File: src/inc/p45_map.vh
// Purpose: register indices, reset values and mode codes for the port 4 / port 5 block
// Assumes: APB byte address = 4 * register index
// Notes: definitions only
`ifndef P45_MAP_VH
`define P45_MAP_VH

// ==========================================================
// register indices (byte address is four times the index)
`define P45_IDX_P5_FSEL 16'hFFCC
`define P45_IDX_P4_LATCH 16'hFFD7
`define P45_IDX_P5_LATCH 16'hFFD8
`define P45_IDX_P5_PULLUP 16'hFFE2
`define P45_IDX_P4_DIR 16'hFFE7
`define P45_IDX_P5_DIR 16'hFFE8

// ==========================================================
// reset values and fixed read values
`define P45_P5_RESET 8'h00
`define P45_P4_RESET 8'hF8
`define P45_WO_READ 8'hFF
`define P45_P4_HI_READ 4'hF

// ==========================================================
// power mode codes
`define P45_PM_ACTIVE 3'h0
`define P45_PM_SUBACTIVE 3'h1
`define P45_PM_SLEEP 3'h2
`define P45_PM_SUBSLEEP 3'h3
`define P45_PM_WATCH 3'h4
`define P45_PM_STANDBY 3'h5

`endif

File: src/verilog/p45_port_top.v
// Purpose: port 4 pin muxing with serial/interrupt, port 5 general I/O with APB registers
// Assumes: serial and mode controls come from logic on clk_sys; pins are asynchronous
// Notes: pin outputs are registered; power_mode gates pin updates
`timescale 1ns/1ps
`include "p45_map.vh"

module p45_port_top (
    input wire clk_sys, // system clock, 200 MHz
    input wire rst, // synchronous reset, active high
    input wire psel, // apb select
    input wire penable, // apb enable
    input wire pwrite, // apb direction, 1 = write
    input wire [17:0] paddr, // apb byte address
    input wire [31:0] pwdata, // apb write data
    input wire [3:0] pstrb, // apb byte strobes
    output reg [31:0] prdata, // apb read data
    output reg pready, // apb ready
    output reg pslverr, // apb error, unmapped address
    input wire [2:0] power_mode, // operating mode code
    input wire transmitter_enable_bit, // serial transmitter enable
    input wire receiver_enable_bit, // serial receiver enable
    input wire clock_enable_hi, // serial external clock select
    input wire clock_enable_lo, // serial clock output select
    input wire clock_sync_mode, // serial clocked sync mode
    input wire ext_int_select, // interrupt select bit of port2_mode_reg
    input wire serial_txd, // transmit data from serial unit
    input wire serial_clk_out, // clock from serial unit
    output reg serial_rxd, // receive data to serial unit
    output reg serial_clk_in, // external clock to serial unit
    output reg ext_interrupt_zero_n, // interrupt input, active low
    output reg [7:0] wakeup_input_n, // wakeup inputs, active low
    input wire [3:0] p4_pin_in, // port 4 pin levels
    output reg [2:0] p4_pin_out, // port 4 pin drive values
    output reg [2:0] p4_pin_oe, // port 4 output enables
    input wire [7:0] p5_pin_in, // port 5 pin levels
    output reg [7:0] p5_pin_out, // port 5 pin drive values
    output reg [7:0] p5_pin_oe, // port 5 output enables
    output reg [7:0] p5_pullup_on // port 5 pull-up controls
);

// ==========================================================
// registers and wires
reg [7:0] port5_output_latch_reg;
reg [7:0] port5_direction_reg;
reg [7:0] port5_pullup_enable_reg;
reg [7:0] port5_function_select_reg;
reg [2:0] port4_output_latch_reg;
reg [2:0] port4_direction_reg;

// only the three pin bits of the port 4 reset value are stored
localparam [7:0] P4_RST = `P45_P4_RESET;

wire [11:0] pin_q;
wire [3:0] p4_q;
wire [7:0] p5_q;
wire [15:0] reg_idx;
wire wr_access;
wire wr_lane0;
wire [7:0] wdata;

reg [2:0] p4_oe_next;
reg [2:0] p4_out_next;
wire [7:0] p5_oe_next;
wire [7:0] p5_pu_next;
wire [7:0] p5_read;
wire [7:0] wake_next;
reg [7:0] rdata_next;
reg hit_next;

// ==========================================================
// pin input synchronisers
p45_pin_sync #(
    .WIDTH(12)
) u_sync (
    .clk_sys(clk_sys),
    .rst(rst),
    .pin_in({p5_pin_in, p4_pin_in}),
    .pin_q(pin_q)
);

assign p4_q = pin_q[3:0];
assign p5_q = pin_q[11:4];

// ==========================================================
// apb decode
assign reg_idx = paddr[17:2];
assign wdata = pwdata[7:0];
assign wr_lane0 = pstrb[0];
assign wr_access = psel & penable & pready & pwrite & wr_lane0;

// ==========================================================
// port 5 per-pin logic
genvar gi;
generate
    for (gi = 0; gi < 8; gi = gi + 1) begin : g_p5_pin
        // wakeup function overrides the direction bit
        assign p5_oe_next[gi] = port5_direction_reg[gi] & ~port5_function_select_reg[gi];
        // pull-up only while the pin is an input
        assign p5_pu_next[gi] = port5_pullup_enable_reg[gi] & ~port5_direction_reg[gi];
        // latch for outputs, pin for inputs
        assign p5_read[gi] = port5_direction_reg[gi] ? port5_output_latch_reg[gi] : p5_q[gi];
        assign wake_next[gi] = port5_function_select_reg[gi] ? p5_q[gi] : 1'b1;
    end
endgenerate

// ==========================================================
// port 4 pin function selection
always @* begin
    p4_oe_next = 3'h0;
    p4_out_next = port4_output_latch_reg;
    // pin 2: serial transmit overrides general I/O
    if (transmitter_enable_bit) begin
        p4_oe_next[2] = 1'b1;
        p4_out_next[2] = serial_txd;
    end else begin
        p4_oe_next[2] = port4_direction_reg[2];
    end
    // pin 1: serial receive forces input
    if (receiver_enable_bit) begin
        p4_oe_next[1] = 1'b0;
    end else begin
        p4_oe_next[1] = port4_direction_reg[1];
    end
    // pin 0: serial clock
    if (clock_enable_hi) begin
        p4_oe_next[0] = 1'b0;
    end else if (clock_enable_lo | clock_sync_mode) begin
        p4_oe_next[0] = 1'b1;
        p4_out_next[0] = serial_clk_out;
    end else begin
        p4_oe_next[0] = port4_direction_reg[0];
    end
end

// ==========================================================
// read data mux
always @* begin
    rdata_next = 8'h00;
    hit_next = 1'b1;
    case (reg_idx)
        `P45_IDX_P5_LATCH: begin
            rdata_next = p5_read;
        end
        `P45_IDX_P5_DIR: begin
            rdata_next = `P45_WO_READ;
        end
        `P45_IDX_P5_PULLUP: begin
            rdata_next = port5_pullup_enable_reg;
        end
        `P45_IDX_P5_FSEL: begin
            rdata_next = port5_function_select_reg;
        end
        `P45_IDX_P4_LATCH: begin
            // bit 3 is input only, so it always shows the pin
            rdata_next = {`P45_P4_HI_READ, p4_q[3],
                (port4_direction_reg & port4_output_latch_reg) | (~port4_direction_reg & p4_q[2:0])};
        end
        `P45_IDX_P4_DIR: begin
            rdata_next = `P45_WO_READ;
        end
        default: begin
            hit_next = 1'b0;
        end
    endcase
end

// ==========================================================
// apb slave handshake
// ready is taken in the setup cycle, so each access has no wait state
always @(posedge clk_sys) begin
    if (rst) begin
        pready <= 1'b0;
        pslverr <= 1'b0;
        prdata <= 32'h00000000;
    end else begin
        pready <= psel & ~penable;
        if (psel & ~penable) begin
            pslverr <= ~hit_next;
            prdata <= {24'h000000, rdata_next};
        end else begin
            pslverr <= 1'b0;
        end
    end
end

// ==========================================================
// register writes
always @(posedge clk_sys) begin
    if (rst) begin
        port5_output_latch_reg <= `P45_P5_RESET;
        port5_direction_reg <= `P45_P5_RESET;
        port5_pullup_enable_reg <= `P45_P5_RESET;
        port5_function_select_reg <= `P45_P5_RESET;
        port4_output_latch_reg <= P4_RST[2:0];
        port4_direction_reg <= P4_RST[2:0];
    end else if (wr_access) begin
        case (reg_idx)
            `P45_IDX_P5_LATCH: begin
                port5_output_latch_reg <= wdata;
            end
            `P45_IDX_P5_DIR: begin
                port5_direction_reg <= wdata;
            end
            `P45_IDX_P5_PULLUP: begin
                port5_pullup_enable_reg <= wdata;
            end
            `P45_IDX_P5_FSEL: begin
                port5_function_select_reg <= wdata;
            end
            `P45_IDX_P4_LATCH: begin
                port4_output_latch_reg <= wdata[2:0];
            end
            `P45_IDX_P4_DIR: begin
                port4_direction_reg <= wdata[2:0];
            end
            default: begin
                port4_direction_reg <= port4_direction_reg;
            end
        endcase
    end
end

// ==========================================================
// pin drivers, gated by power mode
// hold modes freeze drive so the pad keeps its level while clocks slow down
always @(posedge clk_sys) begin
    if (rst) begin
        p4_pin_oe <= 3'h0;
        p4_pin_out <= 3'h0;
        p5_pin_oe <= 8'h00;
        p5_pin_out <= 8'h00;
        p5_pullup_on <= 8'h00;
    end else begin
        case (power_mode)
            `P45_PM_STANDBY: begin
                p4_pin_oe <= 3'h0;
                p5_pin_oe <= 8'h00;
                p5_pullup_on <= p5_pu_next;
            end
            `P45_PM_SLEEP, `P45_PM_SUBSLEEP, `P45_PM_WATCH: begin
                p4_pin_oe <= p4_pin_oe;
                p5_pin_oe <= p5_pin_oe;
            end
            default: begin
                p4_pin_oe <= p4_oe_next;
                p4_pin_out <= p4_out_next;
                p5_pin_oe <= p5_oe_next;
                p5_pin_out <= port5_output_latch_reg;
                p5_pullup_on <= p5_pu_next;
            end
        endcase
    end
end

// ==========================================================
// inputs handed to on-chip peripherals
// idle levels are high, except serial_clk_in which idles low, so a disabled function never looks active
always @(posedge clk_sys) begin
    if (rst) begin
        serial_rxd <= 1'b1;
        serial_clk_in <= 1'b0;
        ext_interrupt_zero_n <= 1'b1;
        wakeup_input_n <= 8'hFF;
    end else begin
        serial_rxd <= receiver_enable_bit ? p4_q[1] : 1'b1;
        serial_clk_in <= clock_enable_hi ? p4_q[0] : 1'b0;
        ext_interrupt_zero_n <= ext_int_select ? p4_q[3] : 1'b1;
        wakeup_input_n <= wake_next;
    end
end

endmodule // p45_port_top

File: src/verilog/p45_pin_sync.v
// Purpose: three-stage pin synchroniser with agreement filter
// Assumes: pins are asynchronous to clk_sys
// Notes: output rises once stages two and three are both high, and falls as soon as they differ
`timescale 1ns/1ps

module p45_pin_sync #(
    parameter WIDTH = 12
) (
    input wire clk_sys, // system clock
    input wire rst, // synchronous reset, active high
    input wire [WIDTH-1:0] pin_in, // raw pin levels
    output reg [WIDTH-1:0] pin_q // filtered levels
);

reg [WIDTH-1:0] stage1_reg;
reg [WIDTH-1:0] stage2_reg;
reg [WIDTH-1:0] stage3_reg;

// ==========================================================
// stage one feeds only stage two
always @(posedge clk_sys) begin
    if (rst) begin
        stage1_reg <= {WIDTH{1'b0}};
        stage2_reg <= {WIDTH{1'b0}};
        stage3_reg <= {WIDTH{1'b0}};
        pin_q <= {WIDTH{1'b0}};
    end else begin
        stage1_reg <= pin_in;
        stage2_reg <= stage1_reg;
        stage3_reg <= stage2_reg;
        pin_q <= (stage2_reg & stage3_reg) | (pin_q & ~(stage2_reg ^ stage3_reg));
    end
end

endmodule // p45_pin_sync

File: config.mk
export PLATFORM = sky130hd
export DESIGN_NAME = p45_port_top
export DESIGN_NICKNAME = d
export VERILOG_FILES = /design/src/verilog/p45_port_top.v /design/src/verilog/p45_pin_sync.v
export VERILOG_INCLUDE_DIRS = /design/src /design/src/inc
export SDC_FILE = /design/constraint.sdc
export NUM_CORES = 1
export LEC_CHECK = 0
export BUFFER_PORTS_ARGS = -buffer_cell sky130_fd_sc_hd__buf_2
export CORE_MARGIN = 10
export CORE_UTILIZATION = 47
export DETAILED_ROUTE_END_ITERATION = 12
export PLACE_DENSITY = 0.76
export SKIP_LAST_GASP = 1
export SLEW_MARGIN = 10
export SYNTH_ARGS = -nofsm -noshare
export SYNTH_HDL_FRONTEND = slang
export SYNTH_HIERARCHICAL = 1
export SYNTH_SLANG_ARGS = --single-unit
File: constraint.sdc
create_clock -name clk_sys -period 1.7 [get_ports clk_sys]
set_input_delay 0.34 -clock clk_sys [delete_from_list [all_inputs] [get_ports clk_sys]]
set_output_delay 0.34 -clock clk_sys [all_outputs]
set_load 0.01 [all_outputs]
-- After elaboration in Yosys (flattened, before gate mapping)
Cells that the tools add are included.
- equal/unequal tests: 10
- muxes and demuxes: 19
- bitwise gates (word level): 53
- reductions and logical operators: 22
- operators by type and width (operator ; number):
    16-bit == test, second input constant ; 6
    8-bit case mux with 5 select lines ; 1
    2-bit OR reduction ; 13
    12-bit AND ; 2
    1-bit NOT ; 22
    1-bit AND ; 21
    1-bit 2-to-1 mux ; 16
    8-bit case mux with 2 select lines ; 1
    12-bit NOT ; 1
    12-bit OR ; 1
    2-bit AND reduction ; 6
    12-bit XOR ; 1
    3-bit AND ; 2
    3-bit by 2-bit == test with 1-bit output, second input constant ; 2
    3-bit == test, second input constant ; 2
    3-bit case mux with 2 select lines ; 1
    6-bit OR reduction ; 1
    4-bit OR reduction ; 1
    3-bit NOT ; 1
    3-bit OR ; 1
    3-bit OR reduction ; 1
    1-bit OR ; 1
- flip-flop bits (word level): 137
- input bits: 82
- output and inout port bits: 75

-- Logic depth before layout (Yosys ltp)
Gate-level depths: netlist of the first run.
- word-level depth: 5
- mapped depth: 8
- gate-level depth less buffers: 5

-- Cells and area by module
The synthesis of the first run kept the hierarchy.
- by module, submodules not included (module ; times used ; cells each ; area an instance (um^2)):
    p45_port_top ; 1 ; 420 ; 3848.7
    p45_pin_sync ; 1 ; 137 ; 1589.0

-- Worst setup path after synthesis of the first run
No wires, ideal clock.
- kind: input -> register
- start: input port paddr[6]
- end: register port5_pullup_enable_reg[0]
- library setup time: 128 ps
- arrival time: 1662 ps
- slack: -90 ps
- cell stages on the path: 8
- path through: clkbuf_2 nor4b_1 and3b_1 buf_4 and3_1 buf_4 mux2i_1 nor2_1
- cells in the longest elaborated chain, start to end: 2
- ends and longest elaborated chain (what ; line ; source):
    start, declared ; p45_port_top.v:13 ; input wire [17:0] paddr,
    16-bit == test ; p45_port_top.v:197 ; case (reg_idx)
    2-bit AND reduction (no line) ; n/a ;
    end signal, assigned ; p45_port_top.v:192 ; port5_pullup_enable_reg <= `P45_P5_RESET;
    end signal, assigned ; p45_port_top.v:205 ; port5_pullup_enable_reg <= wdata;
    end, declared ; p45_port_top.v:45 ; reg [7:0] port5_pullup_enable_reg;
No other way between the ends.
A chain may end at the register's enable or synchronous reset.

-- Final worst setup path of the first run
- start: register pready
- end: register port4_direction_reg[0]
- cells in the longest elaborated chain, start to end: 4
- ends and longest elaborated chain (what ; line ; source):
    start, declared ; p45_port_top.v:17 ; output reg pready,
    start signal, assigned ; p45_port_top.v:176 ; pready <= psel & ~penable;
    1-bit AND (3 in a row) ; p45_port_top.v:89 ; assign wr_access = psel & penable & pready & pwrite & wr_lane0;
    2-bit AND reduction (no line) ; n/a ;
    end signal, assigned ; p45_port_top.v:195 ; port4_direction_reg <= P4_RST[2:0];
    end signal, assigned ; p45_port_top.v:214 ; port4_direction_reg <= wdata[2:0];
    end signal, assigned ; p45_port_top.v:217 ; port4_direction_reg <= port4_direction_reg;
    end, declared ; p45_port_top.v:48 ; reg [2:0] port4_direction_reg;
No other way between the ends.

==> run metrics, run 1 <==
post-route ant nets 0; Synth Area in XOR/XNOR 0.483%; Post-synth top flop dfxtp_1; DP HPWL 9920 microns; worst hold margin ~85 ps; Root Driver clkbuf_16; CP Max Fanout 3; FF+latch count, synth approximately 140; M1 GR Usage 19.7%; slew margin rel. about two thirds; reg2reg path depth 6; CP Class reg -> reg; worst r2r src pready; register area share after synthesis 50.4%; core area 11,400 sq um; Period minus WS final 1560 ps; worst hold path endpoint ext_interrupt_zero_n; I/O pin total 157; final setup vio count 0; Final Non-Filler Cells around 840; gpl congestion 0.846; DRC viols 0; diode count 0; CTS Sinks 137; CTS tree yes; Die Y ~130 microns; Critical Path End Type register; Initial DRC Count 313; Yosys top cell by area dfxtp_1; routed vias 4,284; clock slew at reported path FFs 60 ps; Port-buffer cells ~100; R2R Setup Slk approximately 140 ps; Fin Clk Skew 5.97 ps; gr usage total 16.3%; multiplexer share of the synthesized area 9.50%; crit path launch pready; Core Util, Final 60.1%; synth cell count leaders dfxtp_1 (137), nor2_1 (79), mux2i_1 (46), a21oi_1 (39), nor2b_1 (28); Leak 3.04 nW; reg-to-reg endpoint port4_direction_reg[0]; hold path depth 2; grt total ovfl 0; drt total wl between 10,000 and 15,000 microns; largest family of logic cells by synthesized area simple AND/OR/NAND/NOR gates; M2 GR Usage 24.7%; num rows 39; Post-synth ARST share 0%; post-cts sizing count 0; most common cell in the netlist dfxtp_1; Post-Synth Adder-Cell Area approximately 2.8%; Hold Crit Start ext_int_select; Power Density 1090 nW/um^2; Post-CTS Setup Inserts 0; CP arrival approximately 1900 ps; Initial DRT Pass Iterations 4; CTS Buffer Depth 2; Unique masters post-synth 49; vias in the first global route 4,253; worst slew pin tran between 500 and 600 ps; YS warnings 6; post-synthesis cell area about 5400 sq um; post-synthesis compound-gate area fraction a little over 9%; Startpoint Class register; Post-synth EDFFs 0; fraction of layout cells with a size suffix above 1 27.7%; Max-cap violations 0; placed insts around 810; die footprint 16,300 sq um; initial antenna violation count 0; area growth from synthesis to layout 25.7%; Simple-Gate Fraction of Synth Area 20.3%; fmax roughly 640 MHz; nets@finish just under 800; TNS Setup 0 ps; Initial Utilization 47.8%; maximum vdd drop 0.687 mV; Die Width 128 microns; outcome complete, no violations; main area contributors after synthesis dfxtp_1 (50%), mux2i_1 (8.5%), nor2_1 (5.5%); hold buffer count at CTS 0; share of the synthesized area in the top cell type 50.4%; Final Hold Fails 0; Syn Area/Cell roughly 10 sq um; Slew Viols, Final 0; Worst EP required 2010 ps; Final period util just over 90%; Synth Instances 557; drt wl/cell 16.0 microns; largest net degree at the start of global routing 43; Hold WC Path Type in -> reg; number of CTS-inserted buffers 17; global-route wire length before repair 21,600 microns; GRT met3 Usage 6.33%; Top Usage Layer GRT met2; Clk Latency, worst-skew pair 420 ps; Vias/cell 5.09; RSZ-0062 raised after global routing false; depth of the CTS H-tree 4
==> layout make-up <==
class	instances	area [sq um]
flip-flops and latches	137	2740
inverters	22	82.6
clock buffers	19	443
multi-input cells	371	2410
well taps	143	179
fillers	972	4530
clock inverters	13	166
repair buffers	136	816
==> cell families after synthesis <==
kind of cell / count (synthesis)
xor+xnor: 3
simple gates: 203
flops: 137
other cells: 1
compound gates: 78
fa+ha+maj: 12
mux: 51
buf+inv: 72
==> worst max path at each step <==
stage	slack [ps]	to	depth (start not counted)
after floorplan	-9	prdata[4]	5
after global placement	-130	prdata[4]	5
after detailed placement	-180	prdata[7]	5
after CTS	160	port4_direction_reg[0]	6
after global routing	90	port4_direction_reg[1]	6
final	140	port4_direction_reg[0]	6
==> routing by layer <==
layer,vias up,share of wire (%),routed length (microns)
met1,1992,44,5860
li1,2110,-,-
met2,153,44,5950
met5,-,0,0
met4,0,2.7,362
met3,29,9.5,1270
==> placed cells by master (no fill, tap or decap), types with 8 or more instances in the layout <==
master / count
ha_1: 12
nor2_1: 79
conb_1: 24
nand2_1: 24
inv_1: 22
mux2i_1: 46
dfxtp_1: 137
nor2b_2: 10
clkbuf_16: 17
a32oi_1: 9
o22ai_1: 8
nand2b_1: 13
or3_1: 11
nor2b_1: 28
nor3b_1: 10
buf_2: 102
buf_4: 30
a21oi_1: 39
==> critical path, stage by stage (launching register included) <==
cell and delay (ps):
dfxtp_1 330, nand3_1 210, nor4_2 220, buf_4 170
nand3_1 220, mux2i_1 250, nor2_1 50
==> through the flow <==
stage | total power [mW] | setup slack [ps] | instance area (sq um)
4_1_cts | 7.48 | 163 | 6840
3_3_place_gp | 3.73 | -126 | 6230
3_5_place_dp | 3.75 | -175 | 6230
2_1_floorplan | 3.61 | -9.27 | 5550
6_report | 7.44 | 144 | 6840
5_1_grt | 7.67 | 91.9 | 6840
==> where the power goes <==
group	internal [mW]	total [mW]	switching, mW
Sequential	3.26	3.28	0.0189
Clock	2.35	3.76	1.40
Combinational	0.161	0.398	0.238
Power figures use the tool's default switching activity.
==> run 2, diff against run 1 <==
--- a/config.mk
+++ b/config.mk
@@ -8,9 +8,9 @@
 export LEC_CHECK = 0
 export BUFFER_PORTS_ARGS = -buffer_cell sky130_fd_sc_hd__buf_2
 export CORE_MARGIN = 10
-export CORE_UTILIZATION = 47
+export CORE_UTILIZATION = 54
 export DETAILED_ROUTE_END_ITERATION = 12
-export PLACE_DENSITY = 0.76
+export PLACE_DENSITY = 0.83
 export SKIP_LAST_GASP = 1
 export SLEW_MARGIN = 10
 export SYNTH_ARGS = -nofsm -noshare
==> constraint.sdc (replaced) <==
create_clock -name clk_sys -period 1.95 [get_ports clk_sys]
set_input_delay 0.39 -clock clk_sys [delete_from_list [all_inputs] [get_ports clk_sys]]
set_output_delay 0.39 -clock clk_sys [all_outputs]
set_load 0.01 [all_outputs]
==> run 2 against run 1 <==
Count of clock-buffer cells in the layout rose by 3; utilization increased by 7.6 points; cell area fell by 3.1%; sequential cell count unchanged; via count decreased by 0.12%; clock skew fell by 1.9 ps; non-clock buffer count down 15; clock power fell by 20%; cell count fell by 3.2%; largest cell class unchanged; largest power group unchanged.
==> run metrics, run 2 (synthesis results as in run 1) <==
worst slew pin tran around 540 ps; CTS Buffer Depth 2; CP arrival 2080 ps; nets@finish 764; gr usage total 18.4%; Initial Utilization 55.6%; CP Max Fanout 8; hold buffer count at CTS 0; largest net degree at the start of global routing 88; routed vias about 4,300; CTS Sinks around 140; cell-internal power 4.87 mW; Core Util, Final 67.8%; drt total wl 13,600 microns; Initial DRT Pass Iterations 4; CP Class reg -> reg; Period minus WS final 1670 ps; core area 9770 sq um; Die Y 120 microns; DRC viols 0; commonest non-fill, non-tap cells in the layout dfxtp_1 (137), buf_2 (102), nor2_1 (79); Sw Share 21.5%; Clock power frac between 40% and 50%; I/O pin total 157; gpl congestion about 0.89; Leak 2.93 nW; Clk Latency, worst-skew pair 520 ps; placed insts roughly 780; maximum vdd drop between 0.5 and 0.6 mV; post-cts sizing count 0; global-route wire length before repair approximately 22,000 microns; Root Driver clkbuf_8; final setup vio count 0; num rows 36; diode count 0; Fin Clk Skew 4.05 ps; logic gate share of total power about 5.3%; outcome complete, no violations; placed cell areas 6060 sq um; drt wl/cell roughly 17 microns; Hold WC Path Type in -> reg; Power Density around 940 nW/um^2; Pwr Total 6.21 mW; grt total ovfl 0; RSZ-0062 raised after global routing false; Die Width roughly 120 microns; Final Non-Filler Cells between 800 and 900; Worst EP required 2350 ps; Slew Viols, Final 0; Post-CTS Setup Inserts 0; clock slew at reported path FFs 60 ps; post-route ant nets 0; P_sw 1.34 mW; die footprint 14,500 sq um; fraction of layout cells with a size suffix above 1 25.4%; Reg power frac 46.2%; depth of the CTS H-tree 4; Final period util between 80% and 90%; Initial DRC Count about 330; initial antenna violation count 0; slew margin rel. 63.8%; area growth from synthesis to layout 21.8%; TNS Setup 0 ps; Final Hold Fails 0; fmax approximately 600 MHz; Port-buffer cells roughly 100; Startpoint Class register; fill cell count 766; commonest non-fill, non-tap cell in the layout dfxtp_1; DP HPWL 9670 microns; Vias/cell 5.26; Final Cell Area 6620 sq um; vias in the first global route ~4,300; CTS tree yes; Max-cap violations 0; Critical Path End Type register; number of CTS-inserted buffers 17
[run 2: cell types whose count changed in the layout (fill, tap and decap cells not counted), sizes merged]
cell,delta
clkinv,+1
clkbuf,+3
buf,-15
bufinv,-1
inv,-3
clkinvlp,-2
[run 2: worst paths after layout]
| path | from | endpoint | slack [ps] | depth (start not counted) |
|---|---|---|---|---|
| max | pready | port5_output_latch_reg[6] | 280 | 6 |
| min | ext_int_select | ext_interrupt_zero_n | 30 | 2 |
| max reg2reg | pready | port5_output_latch_reg[6] | 280 | 6 |
| min reg2reg | u_sync/stage1_reg[2] | u_sync/stage2_reg[2] | 430 | 1 |
[run 2: per-stage QoR]
step	setup WS, ps	hold WS [ps]
2_1_floorplan	110	414
3_5_place_dp	-124	420
4_1_cts	287	11.2
6_report	277	29.4
5_1_grt	118	10.6
3_3_place_gp	3.52	419
[run 2: layout make-up]
class	instances	area, sq um	share of cell area [%]
Clock buffer	22	463	6.99
Clock inverter	8	96.3	1.45
Inverter	22	82.6	1.25
Multi-Input combinational cell	371	2390	36.1
Sequential cell	137	2740	41.4
Tap cell	133	166	2.51
Timing Repair Buffer	121	678	10.2
[run 2: routing by layer]
metal | up-vias | global-route usage (%) | routed length, microns
li1 | 2080 | - | -
met1 | 2002 | 22.0 | 5820
met2 | 168 | 29.2 | 6290
met3 | 29 | 6.33 | 1160
met4 | 0 | 8.82 | 318
met5 | - | 0 | 0
[run 2: critical path, cell delays in order, from the launching register on]
cell and delay [ps]:
dfxtp_1 320, nand3_1 150, nor4_1 250, buf_4 190
nand3_2 280, mux2i_1 280, nor2_1 80
[run 2: power by group through the flow]
stage	registers (mW)	clock network, mW	logic, mW
final	2.87	3.02	0.326
after global routing	2.87	3.18	0.360
after CTS	2.86	3.05	0.325
after detailed placement	2.92	0	0.322
after floorplan	2.93	0	0.214
after global placement	2.92	0	0.312
==> run 3, diff against run 2 <==
--- a/config.mk
+++ b/config.mk
@@ -7,7 +7,7 @@
 export NUM_CORES = 1
 export LEC_CHECK = 0
 export BUFFER_PORTS_ARGS = -buffer_cell sky130_fd_sc_hd__buf_2
-export CORE_MARGIN = 10
+export CORE_MARGIN = 2
 export CORE_UTILIZATION = 54
 export DETAILED_ROUTE_END_ITERATION = 12
 export PLACE_DENSITY = 0.83
==> run 3 against run 2 <==
Sequential power about the same; utilization increased by 1.1 points; sequential cell count unchanged; largest cell class unchanged; sequential share of layout area decreased by 0.66 points; first-iteration DRC count decreased by 25%; critical path type is now in -> reg; register-to-register slack improved by 80 ps; fmax increased by 3.5%.
==> run metrics, run 3 (synthesis results as in run 1) <==
num rows 36; TNS Setup 0 ps; Die Y roughly 100 microns; Multi-input gate area about 2400 sq um; Period minus WS final 1620 ps; grt total ovfl 0; Worst EP required 2400 ps; fill cell count 741; CP arrival 2070 ps; Vias/cell roughly 5.3; vias in the first global route 4,083; core area 9770 sq um; slew margin rel. 65.9%; initial antenna violation count 0; gpl congestion 0.914; Max-cap violations 0; post-cts sizing count 0; fraction of layout cells with a size suffix above 1 between 20% and 30%; I/O pin total 157; fmax 619 MHz; Sw Share a little over a fifth; diode count 0; Die Width 104 microns; maximum vdd drop about 0.78 mV; logic gate share of total power 4.9%; CP Class in -> reg; outcome complete, no violations; Initial Utilization 55.6%; Clk Latency, worst-skew pair about 510 ps; Slew Viols, Final 0; CTS tree yes; area growth from synthesis to layout 23.8%; DRC viols 0; drt total wl between 10,000 and 15,000 microns; clock slew at reported path FFs 60 ps; placed insts 784; Core Util, Final 68.9%; Fin Clk Skew about 9.4 ps; worst hold margin 37.1 ps; DP HPWL roughly 8500 microns; depth of the CTS H-tree 4; Critical Path End Type register; DP Worst Slack -106 ps; global-route wire length before repair 19,600 microns; Final Cell Area approximately 6700 sq um; placed cell areas 6060 sq um; routed vias 4,307; fin worst setup slack ~330 ps; nets@finish between 700 and 800; CP Max Fanout 4; Final period util 82.9%; Pwr Total 6.78 mW; Reg power frac 42.3%; Initial DRC Count 245; Final Non-Filler Cells 815; number of CTS-inserted buffers 17; largest net degree at the start of global routing roughly 60; final setup vio count 0; hold buffer count at CTS 0; Port-buffer cells 103; worst slew pin tran 512 ps; CTS Sinks roughly 140; Initial DRT Pass Iterations 5; CTS Buffer Depth 2; Root Driver clkbuf_8; gr usage total approximately 23%; Power Density 1010 nW/um^2; Startpoint Class input pin; P_sw roughly 1.4 mW; Hold WC Path Type in -> reg; Final Hold Fails 0; cell-internal power 5.35 mW; commonest non-fill, non-tap cell in the layout dfxtp_1; FF/Latch Area 2740 sq um; commonest non-fill, non-tap cells in the layout dfxtp_1 (137), buf_2 (102), nor2_1 (79); Clock power frac 52.9%; post-route ant nets 0; die footprint 10,900 sq um; RSZ-0062 raised after global routing false; Post-CTS Setup Inserts 0; drt wl/cell 15.1 microns; Leak 2.98 nW
run 3: cell count changes in the layout (fill, tap and decap cells not counted), sizes merged:
cell      delta
bufinv       +4
clkbuf       -4
clkinvlp     +1
inv          +4
clkinv       -4
run 3: worst paths after layout:
check,from,to,slack (ps),depth (start not counted)
max reg2reg,pready,port5_output_latch_reg[1],360,6
min,ext_int_select,ext_interrupt_zero_n,40,2
max,paddr[13],prdata[0],330,8
min reg2reg,u_sync/stage1_reg[8],u_sync/stage2_reg[8],430,1
run 3: routing by layer:
layer  GRT usage, %  vias to the layer above  wire [microns]
li1               -                     2084               -
met1           28.4                     2027            5450
met2           36.4                      171            5770
met3           6.39                       25             810
met4           9.65                        0             286
met5              0                        -               0
run 3: critical path, stage by stage:
cell and delay [ps]:
buf_2 80, nand4_2 140, buf_4 180, nor3b_1 410
o21ai_0 210, o31ai_1 330, buf_4 190, o31a_1 130
run 3: cell type report:
type                       instances  share of cell area (%)
clock buffer                      18                    6.36
multi-input combinational        371                    35.6
inverter                          22                    1.23
clock inverter                    13                    3.55
sequential                       137                    40.8
timing repair buffer             121                    10.1
tap                              133                    2.47
run 3: power groups by stage:
| stage | combinational [mW] | sequential, mW | clock [mW] |
|---|---|---|---|
| floorplan | 0.214 | 2.93 | 0 |
| global placement | 0.311 | 2.92 | 0 |
| detailed placement | 0.324 | 2.92 | 0 |
| CTS | 0.328 | 2.86 | 3.62 |
| global route | 0.359 | 2.87 | 3.74 |
| finish | 0.329 | 2.86 | 3.58 |
